<file path="config.mk">
export PLATFORM = sky130hd
export DESIGN_NAME = slf_blocks
export DESIGN_NICKNAME = d
export VERILOG_FILES = /design/src/rtl/slf_pkg.sv /design/src/rtl/slf_tick.sv /design/src/rtl/slf_blocks.sv
export SDC_FILE = /design/constraint.sdc
export NUM_CORES = 1
export LEC_CHECK = 0
export ABC_AREA = 1
export BUFFER_PORTS_ARGS = -buffer_cell sky130_fd_sc_hd__buf_2
export CAP_MARGIN = 20
export CORE_MARGIN = 4
export CORE_UTILIZATION = 36
export DETAILED_ROUTE_END_ITERATION = 10
export SLEW_MARGIN = 20
export SYNTH_ARGS = -nofsm -noshare
export SYNTH_HDL_FRONTEND = slang
export SYNTH_SLANG_ARGS = --single-unit
export TNS_END_PERCENT = 20
</file>
<file path="constraint.sdc">
create_clock -name clk -period 5.75 [get_ports clk]
set_input_delay 0 -clock clk [delete_from_list [all_inputs] [get_ports clk]]
set_output_delay 0 -clock clk [all_outputs]
set_load 0.02 [all_outputs]
</file>
<file path="src/rtl/slf_pkg.sv">
// Shared constants for the safety logic function blocks.
// Assumes a 40 MHz system clock and a 5 ms controller cycle tick.
package slf_pkg;

  // ==========================================================================
  // Timing
  // ==========================================================================
  localparam int CLK_HZ         = 40000000;
  localparam int CYCLE_TIME_US  = 5000;
  localparam int CYCLE_CLKS     = CLK_HZ / 1000000 * CYCLE_TIME_US;
  localparam int TICK_W         = 18;

  // ==========================================================================
  // Widths and defaults
  // ==========================================================================
  localparam int FAN_W          = 8;
  localparam int CNT_W          = 16;
  localparam logic [15:0] PERIOD_DEF = 16'h0002;
  localparam logic [15:0] PERIOD_MIN = 16'h0002;
  localparam logic [15:0] HIGH_DEF   = 16'h0001;
  localparam logic [15:0] HIGH_MIN   = 16'h0001;

  // ==========================================================================
  // Edge detector modes
  // ==========================================================================
  typedef enum logic [1:0] {
    SLF_EDGE_RISE = 2'b00,
    SLF_EDGE_FALL = 2'b01,
    SLF_EDGE_BOTH = 2'b10
  } slf_edge_mode_t;

  // Clock generator stopping options.
  localparam logic STOP_AFTER_CYCLE = 1'b0;
  localparam logic STOP_IMMEDIATE   = 1'b1;

endpackage

</file>
<file path="src/rtl/slf_tick.sv">
// Controller cycle tick generator.
// Assumes a single clock domain with a synchronous active-high reset.
`timescale 1ns/1ps
`default_nettype none
module slf_tick
  import slf_pkg::*;
#(
  parameter int CYCLE_COUNT = CYCLE_CLKS
) (
  input  wire logic clk,
  input  wire logic reset,
  output logic      tick
);

  logic [TICK_W-1:0] count;
  logic [TICK_W-1:0] next_count;
  logic              next_tick;

  // ==========================================================================
  // Cycle counter
  // ==========================================================================
  // Counts clocks and emits a one-clock pulse at the end of each cycle.
  always_comb begin
    if (count == TICK_W'(CYCLE_COUNT - 1)) begin
      next_count = '0;
      next_tick  = 1'b1;
    end else begin
      next_count = count + TICK_W'(1);
      next_tick  = 1'b0;
    end
  end

  // Registers the counter state.
  always_ff @(posedge clk) begin
    if (reset) begin
      count <= '0;
      tick  <= 1'b0;
    end else begin
      count <= next_count;
      tick  <= next_tick;
    end
  end

endmodule
`default_nettype wire

</file>
<file path="src/rtl/slf_blocks.sv">
// Safety logic function blocks evaluated once per controller cycle.
// Assumes block inputs come from other logic on clk; external pins are
// synchronised by the instantiating logic.
//
// Summary of operation
// - OR output high when any enabled input high
// - XOR of two inputs, high when differ
// - XNOR of two inputs, high when equal
// - Fanout copies input to eight outputs
// - Fault present forces all fanout outputs low
// - RS memory: clear beats set
// - Set sets, clear clears, otherwise hold
// - Second RS output is stored complement
// - Edge mode rising, falling or both; rising default
// - Edge detected pulse lasts one controller cycle
// - Enabled clock generator emits repeating pulses
// - Disabled clock generator drives output low once stopped
// - Period two to 65535 cycles, default two
// - High time one to 65534, below period
// - Stop immediately or after cycle; default after
`timescale 1ns/1ps
`default_nettype none
module slf_blocks
  import slf_pkg::*;
#(
  parameter int CYCLE_COUNT = CYCLE_CLKS
) (
  input  wire logic             clk,
  input  wire logic             reset,
  input  wire logic [7:0]       or_in,
  input  wire logic [7:0]       or_use,
  output logic                  or_out,
  input  wire logic [1:0]       xor_in,
  output logic                  xor_out,
  input  wire logic [1:0]       xnor_in,
  output logic                  xnor_out,
  input  wire logic             fan_in,
  input  wire logic             fan_fault,
  output logic [FAN_W-1:0]      fan_out,
  input  wire logic             rs_set,
  input  wire logic             rs_clear,
  output logic                  rs_q,
  output logic                  rs_q_n,
  input  wire logic             edge_in,
  input  wire slf_edge_mode_t   edge_mode,
  output logic                  edge_detected,
  input  wire logic             clkgen_enable,
  input  wire logic [CNT_W-1:0] clkgen_period,
  input  wire logic [CNT_W-1:0] clkgen_high,
  input  wire logic             clkgen_stop_mode,
  output logic                  clkgen_out,
  output logic                  cycle_tick
);

  logic             tick;
  logic             next_or_out;
  logic             next_xor_out;
  logic             next_xnor_out;
  logic [FAN_W-1:0] next_fan_out;
  logic             next_rs_q;
  logic             next_rs_q_n;
  logic             edge_prev;
  logic             next_edge_prev;
  logic             next_edge_detected;
  logic             gen_run;
  logic             next_gen_run;
  logic [CNT_W-1:0] gen_count;
  logic [CNT_W-1:0] next_gen_count;
  logic             next_clkgen_out;
  logic [CNT_W-1:0] period_eff;
  logic [CNT_W-1:0] high_eff;

  assign cycle_tick = tick;

  // ==========================================================================
  // Controller cycle timebase
  // ==========================================================================
  slf_tick #(
    .CYCLE_COUNT (CYCLE_COUNT)
  ) u_tick (
    .clk   (clk),
    .reset (reset),
    .tick  (tick)
  );

  // Returns whether a sample pair shows an edge of the selected kind.
  function automatic logic edge_match(input slf_edge_mode_t mode,
                                      input logic prev,
                                      input logic cur);
    logic rise;
    logic fall;
    rise = ~prev & cur;
    fall = prev & ~cur;
    unique case (mode)
      SLF_EDGE_RISE: edge_match = rise;
      SLF_EDGE_FALL: edge_match = fall;
      SLF_EDGE_BOTH: edge_match = rise | fall;
      default:       edge_match = rise; // Unused code falls back to rising.
    endcase
  endfunction

  // ==========================================================================
  // Combinational logic blocks
  // ==========================================================================
  // Evaluates the gates; results are taken at the next cycle tick.
  always_comb begin
    next_or_out   = |(or_in & or_use);
    next_xor_out  = xor_in[0] ^ xor_in[1];
    next_xnor_out = ~(xnor_in[0] ^ xnor_in[1]);
    if (fan_fault) begin
      next_fan_out = '0;
    end else begin
      next_fan_out = {FAN_W{fan_in}};
    end
  end

  // ==========================================================================
  // RS memory cell
  // ==========================================================================
  // Clear is tested first so that it wins when both inputs are high.
  always_comb begin
    if (rs_clear) begin
      next_rs_q = 1'b0;
    end else if (rs_set) begin
      next_rs_q = 1'b1;
    end else begin
      next_rs_q = rs_q;
    end
    // The complement is taken from the same next value, so the two
    // registered outputs can never disagree, even for one clock.
    next_rs_q_n = ~next_rs_q;
  end

  // ==========================================================================
  // Edge detector
  // ==========================================================================
  // Compares this cycle's sample with the last; pulse lasts one cycle.
  always_comb begin
    next_edge_prev     = edge_in;
    next_edge_detected = edge_match(edge_mode, edge_prev, edge_in);
  end

  // ==========================================================================
  // Clock generator
  // ==========================================================================
  // Out-of-range settings are clamped so the waveform stays well formed.
  always_comb begin
    if (clkgen_period < PERIOD_MIN) begin
      period_eff = PERIOD_MIN;
    end else begin
      period_eff = clkgen_period;
    end
    if (clkgen_high < HIGH_MIN) begin
      high_eff = HIGH_MIN;
    end else if (clkgen_high >= period_eff) begin
      high_eff = period_eff - CNT_W'(1);
    end else begin
      high_eff = clkgen_high;
    end
  end

  // Counts cycles within a period; high for the first high_eff cycles.
  // In finish mode a cut period runs on to its last count and then stops;
  // enabling again while it finishes just keeps counting, with no glitch.
  always_comb begin
    next_gen_run    = gen_run;
    next_gen_count  = gen_count;
    next_clkgen_out = 1'b0;
    if (clkgen_enable) begin
      if (!gen_run || gen_count >= period_eff - CNT_W'(1)) begin
        next_gen_count = '0;
      end else begin
        next_gen_count = gen_count + CNT_W'(1);
      end
      next_gen_run    = 1'b1;
      next_clkgen_out = (next_gen_count < high_eff);
    end else if (gen_run && clkgen_stop_mode == STOP_AFTER_CYCLE &&
                 gen_count < period_eff - CNT_W'(1)) begin
      next_gen_count  = gen_count + CNT_W'(1);
      next_clkgen_out = (next_gen_count < high_eff);
    end else begin
      next_gen_run    = 1'b0;
      next_gen_count  = '0;
      next_clkgen_out = 1'b0;
    end
  end

  // ==========================================================================
  // State registers
  // ==========================================================================
  // Every block output advances only on the controller cycle tick.
  // Reset returns every stored state to low and rs_q_n to its complement.
  always_ff @(posedge clk) begin
    if (reset) begin
      or_out        <= 1'b0;
      xor_out       <= 1'b0;
      xnor_out      <= 1'b0;
      fan_out       <= '0;
      rs_q          <= 1'b0;
      rs_q_n        <= 1'b1;
      edge_prev     <= 1'b0;
      edge_detected <= 1'b0;
      gen_run       <= 1'b0;
      gen_count     <= '0;
      clkgen_out    <= 1'b0;
    end else if (tick) begin
      or_out        <= next_or_out;
      xor_out       <= next_xor_out;
      xnor_out      <= next_xnor_out;
      fan_out       <= next_fan_out;
      rs_q          <= next_rs_q;
      rs_q_n        <= next_rs_q_n;
      edge_prev     <= next_edge_prev;
      edge_detected <= next_edge_detected;
      gen_run       <= next_gen_run;
      gen_count     <= next_gen_count;
      clkgen_out    <= next_clkgen_out;
    end
  end

endmodule
`default_nettype wire

</file>
# [Yosys cells after proc, flatten, opt, wreduce, memory -nomap -nowiden]
# Cells that the tools add are included.
[totals] register_bits=52 in_bits=63 out_inout_bits=16 word_cells=61
[classes] addsub=3 n_lt_le_gt_ge=7 eq_ne=4 n_mux=16 bitwise_logic=11 n_reduce_logical=7
[ops] operator="$mux W16" count=7
[ops] operator="$lt A16 B16 Y1" count=3
[ops] operator="$ge A16 B16 Y1" count=2
[ops] operator="$add A18 B1 Y18 const B" count=1
[ops] operator="$eq A18 B18 Y1 const B" count=1
[ops] operator="$add A16 B1 Y16 const B" count=1
[ops] operator="$lt A16 B1 Y1 const B" count=1
[ops] operator="$lt A16 B2 Y1 const B" count=1
[ops] operator="$sub A16 B1 Y16 const B" count=1
[ops] operator="$and A8 B8 Y8" count=1
[ops] operator="$mux W8" count=1
[ops] operator="$reduce_or A8 Y1" count=1
[ops] operator="$mux W1" count=7
[ops] operator="$not A1 Y1" count=5
[ops] operator="$and A1 B1 Y1" count=2
[ops] operator="$eq A2 B1 Y1 const B" count=1
[ops] operator="$eq A2 B2 Y1 const B" count=1
[ops] operator="$logic_and A1 B1 Y1" count=2
[ops] operator="$ne A2 B2 Y1 const B" count=1
[ops] operator="$pmux W1 S2" count=1
[ops] operator="$reduce_and A2 Y1" count=1
[ops] operator="$reduce_or A2 Y1" count=1
[ops] operator="$xor A1 B1 Y1" count=2
[ops] operator="$logic_not A1 Y1" count=1
[ops] operator="2 further kinds" count=2

# [Logic depth before layout (Yosys ltp)]
[logic_depth] word_depth=9 mapped_depth=32 mapped_depth_nobuf=31

# [Cells and area by module]
# From an unflattened synthesis, not the netlist that was laid out.
[hier_totals] hier_cells=696 area_unflattened_um2=4559.4
[by_module_without_submodules] mod="slf_blocks" n_inst=1 cells_each=556 area_each_um2=3575.9 seq_area_each_um2=520.5
[by_module_without_submodules] mod="slf_tick" n_inst=1 cells_each=140 area_each_um2=983.4 seq_area_each_um2=380.4

# [Least setup slack after synthesis]
# Ideal clock, no wire load.
[synth_timing] kind="input-to-reg" start="input port clkgen_period[5]" end="register clkgen_out" setup_ns=0.056 t_arrival_ns=3.482 required_ns=5.694 setup_slack_ns=2.212 cell_stages=29 path_buffers=1 cell_sequence="nor2_1 > nand2_2 > nor3_2 > nand2_1 > nand2_2 > ha_1 > nand2_1 > nor3_1 > nand3_1 > xor2_1 > ha_1 > nand2_1 > nor2_1 > nand4_1 > inv_1 > nand2_1 > nand3_1 > clkbuf_1 > nor2_1 > ha_1 > nand2_1 > nor2_1 > a211oi_1 > o221ai_1 > nor2_1 > nand2_1 > nand3_1 > nand2_1 > inv_1"
[synth_between] elab_chain_len=9 word_cells_on_any_way=16 cone_classes="add/sub (1); order compare (6); mux (7); reduce/logical (2)"
[synth_lines] item="start, declared" line="slf_blocks.sv:48" rtl="input wire logic [CNT_W-1:0] clkgen_period,"
[synth_lines] item="$lt A16 B2 Y1" line="slf_blocks.sv:148" rtl="if (clkgen_period < PERIOD_MIN) begin"
[synth_lines] item="$mux W16 *" line="slf_blocks.sv:148"
[synth_lines] item="$sub A16 B1 Y16" line="slf_blocks.sv:156, slf_blocks.sv:170, slf_blocks.sv:178"
[synth_lines] item="$ge A16 B16 Y1" line="slf_blocks.sv:170" rtl="if (!gen_run || gen_count >= period_eff - CNT_W'(1)) begin"
[synth_lines] item="$logic_or A1 B1 Y1" line="slf_blocks.sv:170"
[synth_lines] item="$mux W16" line="slf_blocks.sv:170"
[synth_lines] item="$mux W16" line="slf_blocks.sv:169" rtl="if (clkgen_enable) begin"
[synth_lines] item="$lt A16 B16 Y1" line="slf_blocks.sv:176" rtl="next_clkgen_out = (next_gen_count < high_eff);"
[synth_lines] item="$mux W1 *" line="slf_blocks.sv:169"
[synth_lines] item="end signal, assigned" line="slf_blocks.sv:217" rtl="clkgen_out <= next_clkgen_out;"
[synth_lines] item="end, declared" line="slf_blocks.sv:51" rtl="output logic clkgen_out,"
# Every way passes the cells marked *; elsewhere a longest branch is shown, timed or not. The select of a mux whose other input is x is not followed.
# A chain may end at the register's enable or synchronous reset.

# [Worst setup path after layout]
# Same ends and word-level chain as after synthesis.

==> run_summary.xml <==
<?xml version="1.0" encoding="UTF-8"?>
<metrics>
  <group name="run_status">
    <metric name="run_status" unit="">finished, final reports clean</metric>
  </group>
  <group name="die">
    <metric name="initial_utilization" unit="%">37.0</metric>
    <metric name="i_o_pin_count" unit="">79</metric>
    <metric name="dieWidth" unit="um">117</metric>
    <metric name="chipHeight" unit="um">117</metric>
    <metric name="coreArea" unit="sq um">11500</metric>
    <metric name="placementRows" unit="">39</metric>
    <metric name="floorplan.die_area" unit="sq um">13600</metric>
  </group>
  <group name="detailed_routing">
    <metric name="drt_wl_total" unit="um">11000</metric>
    <metric name="drt-vias-per-instance" unit="">4.96</metric>
    <metric name="post_detailed_route_wirelength_per_cell" unit="um">13.1</metric>
    <metric name="drt_first_iter_violations" unit="">158</metric>
    <metric name="drcViolationCount" unit="">0</metric>
    <metric name="dr.pass1.iters" unit="">4</metric>
    <metric name="final_antenna_net_count" unit="">0</metric>
    <metric name="vias" unit="">4169</metric>
  </group>
  <group name="global_routing">
    <metric name="antenna_found_initial" unit="">0</metric>
    <metric name="grt_pass1_vias" unit="">3971</metric>
    <metric name="largest_net_degree_at_the_start_of_global_routing" unit="">32</metric>
    <metric name="grtUsageTotal" unit="%">16.2</metric>
    <metric name="global_route_wire_length_before_repair" unit="um">17900</metric>
    <metric name="grt.overflow.total" unit="">0</metric>
  </group>
  <group name="yosys">
    <metric name="synthesis.nets" unit="">760</metric>
    <metric name="synth.top_cell.area_share" unit="%">21.1</metric>
    <metric name="synth_unique_cells" unit="">37</metric>
    <metric name="synth-seq-area-share" unit="%">21.1</metric>
    <metric name="synth_top_flop_cell" unit="">dfxtp_1</metric>
    <metric name="synth-edff-count" unit="">0</metric>
    <metric name="netlist_top_cells_area" unit="">dfxtp_1 (21%), ha_1 (20%), nand2_1 (12%)</metric>
    <metric name="synth_area_leader_cell" unit="">dfxtp_1</metric>
    <metric name="synthesis.instances" unit="">628</metric>
    <metric name="synth-warning-count" unit="">0</metric>
    <metric name="synth.avg_cell_area" unit="sq um">6.79</metric>
    <metric name="postSynth.asyncResetShare" unit="%">0</metric>
    <metric name="synth.ff_latch_count" unit="">45</metric>
    <metric name="synth.cell_area" unit="sq um">4260</metric>
  </group>
  <group name="setup_path">
    <metric name="cp-end-kind" unit="">flop</metric>
    <metric name="crit-reg2reg-capture" unit="">clkgen_out</metric>
    <metric name="cp_max_fo" unit="">16</metric>
    <metric name="ff2ff_path_depth" unit="">19</metric>
    <metric name="regToRegStartpoint" unit="">gen_count[0]</metric>
    <metric name="worstSetupPathType" unit="">input pin to flop</metric>
    <metric name="cpMostUsedCell" unit="">nor2_1</metric>
    <metric name="required" unit="ns">5.99</metric>
    <metric name="critical-path-slowest-cell" unit="">nand3_1</metric>
    <metric name="cp_top_family" unit="">simple AND/OR/NAND/NOR gates</metric>
    <metric name="cp_num_cells" unit="">27</metric>
    <metric name="critical-path-max-stage-delay" unit="ns">0.50</metric>
    <metric name="crit_arrival" unit="ns">4.34</metric>
    <metric name="start_kind" unit="">input pin</metric>
    <metric name="rrSetupSlack" unit="ns">2.49</metric>
    <metric name="critPathBufInv" unit="">2</metric>
  </group>
  <group name="power">
    <metric name="netSwitchingFraction" unit="%">29.0</metric>
    <metric name="combPwrFrac" unit="%">21.2</metric>
    <metric name="leakagePower" unit="nW">2.46</metric>
    <metric name="netSwitchingPower" unit="uW">225</metric>
    <metric name="cell_internal_pwr" unit="uW">552</metric>
    <metric name="finalPower" unit="uW">777</metric>
    <metric name="powerDensity" unit="nW/um^2">158</metric>
    <metric name="clkPwrFrac" unit="%">38.4</metric>
    <metric name="pwr-share-seq" unit="%">40.4</metric>
    <metric name="irDropWorstVdd" unit="V">0.000112</metric>
  </group>
  <group name="cells_and_area">
    <metric name="nNetsFinal" unit="">828</metric>
    <metric name="num-fill-cells" unit="">1206</metric>
    <metric name="sequential_cell_area" unit="sq um">901</metric>
    <metric name="final_cell_mix" unit="">nand2_1 (140), inv_1 (90), buf_2 (78)</metric>
    <metric name="finalInstanceArea" unit="sq um">4910</metric>
    <metric name="mostFrequentLayoutCell" unit="">nand2_1</metric>
    <metric name="area.growth.synth_to_final" unit="%">15.1</metric>
    <metric name="layout-drive-gt1-share" unit="%">13.8</metric>
    <metric name="multi_input_comb_area" unit="sq um">2920</metric>
    <metric name="antenna_cells_inserted" unit="">0</metric>
  </group>
  <group name="sta">
    <metric name="timing.final.crit_share" unit="%">71.3</metric>
    <metric name="worstMarginPinSlew" unit="ns">0.866</metric>
    <metric name="fin_crit" unit="ns">4.10</metric>
    <metric name="maxSlewHeadroom" unit="%">42.1</metric>
    <metric name="fin_tns_setup" unit="ns">0</metric>
    <metric name="finClkSkew" unit="ns">0.00612</metric>
    <metric name="setup_viol" unit="">0</metric>
    <metric name="final_hold_viol_count" unit="">0</metric>
    <metric name="drv_slew" unit="">0</metric>
    <metric name="achievable-frequency" unit="MHz">244</metric>
    <metric name="unrepaired_setup_endpoints_after_global_routing" unit="">false</metric>
  </group>
  <group name="clock_network">
    <metric name="clock_tree.htree_level_count" unit="">2</metric>
    <metric name="max-clock-path-buffers" unit="">2</metric>
    <metric name="clock_sinks" unit="">45</metric>
    <metric name="post_cts.repair.setup_buffers" unit="">0</metric>
    <metric name="cts_made_buffers" unit="">5</metric>
    <metric name="tritoncts" unit="">done</metric>
    <metric name="post_cts.resized_instances" unit="">0</metric>
    <metric name="clockRootBuffer" unit="">clkbuf_16</metric>
    <metric name="clock_insertion_delay_worst_skew" unit="ns">0.29</metric>
    <metric name="postCtsHoldBufs" unit="">2</metric>
    <metric name="worst_path_clk_slew" unit="ns">0.06</metric>
  </group>
  <group name="placed_design">
    <metric name="placed_cell_area" unit="sq um">4730</metric>
    <metric name="place.gp.congestion" unit="">0.867</metric>
    <metric name="placement.io_buffers" unit="">78</metric>
    <metric name="place_hpwl" unit="um">9190</metric>
  </group>
  <group name="worst_hold_path">
    <metric name="holdPathEnd" unit="">fan_out[6]</metric>
    <metric name="hold_class" unit="">input pin to flop</metric>
    <metric name="worst_hold_path.num_cells" unit="">4</metric>
    <metric name="worst_hold_startpoint" unit="">fan_fault</metric>
  </group>
  <group name="run">
    <metric name="max-cap-violations" unit="">0</metric>
  </group>
</metrics>
[worst max-delay path by stage]
| stage | from | to |
|---|---|---|
| after detailed placement | clkgen_period[5] | clkgen_out |
| after global placement | clkgen_period[5] | clkgen_out |
| after global routing | clkgen_period[9] | clkgen_out |
| after floorplan | clkgen_period[5] | clkgen_out |
| after CTS | clkgen_period[5] | clkgen_out |
| final | clkgen_period[5] | clkgen_out |
[per-layer routing]
| metal | GRT usage, % | part of all wire [%] |
|---|---|---|
| met3 | 2.67 | 2.6 |
| met1 | 19.4 | 44 |
| met2 | 30.1 | 52 |
| met4 | 4.13 | 1.7 |
| met5 | 0 | 0 |
[cell type report]
type	count	share of cell area [%]
Timing Repair Buffer	80	8.36
Inverter	90	6.88
Clock buffer	6	2.83
Tap cell	143	3.65
Clock inverter	2	0.331
Sequential cell	45	18.4
Multi-Input combinational cell	474	59.6
[power groups by stage]
stage	combinational, mW	sequential [mW]	clock, mW
2_1_floorplan	0.105	0.321	0
3_3_place_gp	0.159	0.321	0
3_5_place_dp	0.164	0.321	0
4_1_cts	0.167	0.314	0.306
5_1_grt	0.191	0.314	0.318
6_report	0.165	0.314	0.298
[cell usage after synthesis, drive strengths merged (2+ instances only)]
cell	count
nor4	6
nand2	142
a31oi	2
o21ai	14
o211ai	17
inv	90
a21oi	53
o21bai	3
ha	69
nor3	15
xnor2	5
o221ai	2
a211oi	5
xor2	25
nor2	66
dfxtp	45
nor3b	5
buf	8
a221oi	2
nand3	21
nand4	13
clkbuf	11
[sequential cells by signal (all words and copies together) (netlist names)]
| signal | cells |
|---|---|
| u_tick.count | 18 |
| gen_count | 16 |
| clkgen_out | 1 |
| edge_detected | 1 |
| edge_prev | 1 |
| fan_out | 1 |
| gen_run | 1 |
| or_out | 1 |
| rs_q | 1 |
| rs_q_n | 1 |
| u_tick.tick | 1 |
| xnor_out | 1 |
| xor_out | 1 |
[per-stage QoR]
step	std cells	hold slack [ns]	setup slack, ns	util, %
2_1_floorplan	628	0.158	2.21	-
3_3_place_gp	830	0.270	1.48	41.1
3_5_place_dp	830	0.297	1.38	41.1
4_1_cts	840	0.0168	1.67	42.6
5_1_grt	840	0.0873	1.08	42.6
6_report	840	0.0194	1.65	42.6
[cell families after synthesis]
| kind of cell | synth area share, % |
|---|---|
| adder cells (fa/ha/maj) | 20.3 |
| AND/OR/NAND/NOR | 27.7 |
| AO/OA/AOI/OAI | 14.5 |
| XOR/XNOR | 6.17 |
| buffers and inverters | 10.2 |
| flip-flops | 21.1 |
[worst reg2reg max path: stages, from the launching register on]
cell and delay (ns):
dfxtp_1 0.41, inv_1 0.19, nor2_1 0.14, inv_1 0.06
nor2_1 0.08, inv_1 0.09, nor3_1 0.24, nand3_1 0.18
nor2_1 0.30, nand4_1 0.15, xor2_1 0.21, inv_1 0.08
ha_1 0.32, nand4_1 0.14, o221ai_1 0.24, nor2_1 0.07
nand2_1 0.07, nand3_1 0.07, nand2_1 0.08, inv_1 0.03
(Power assumes the default switching activity.)
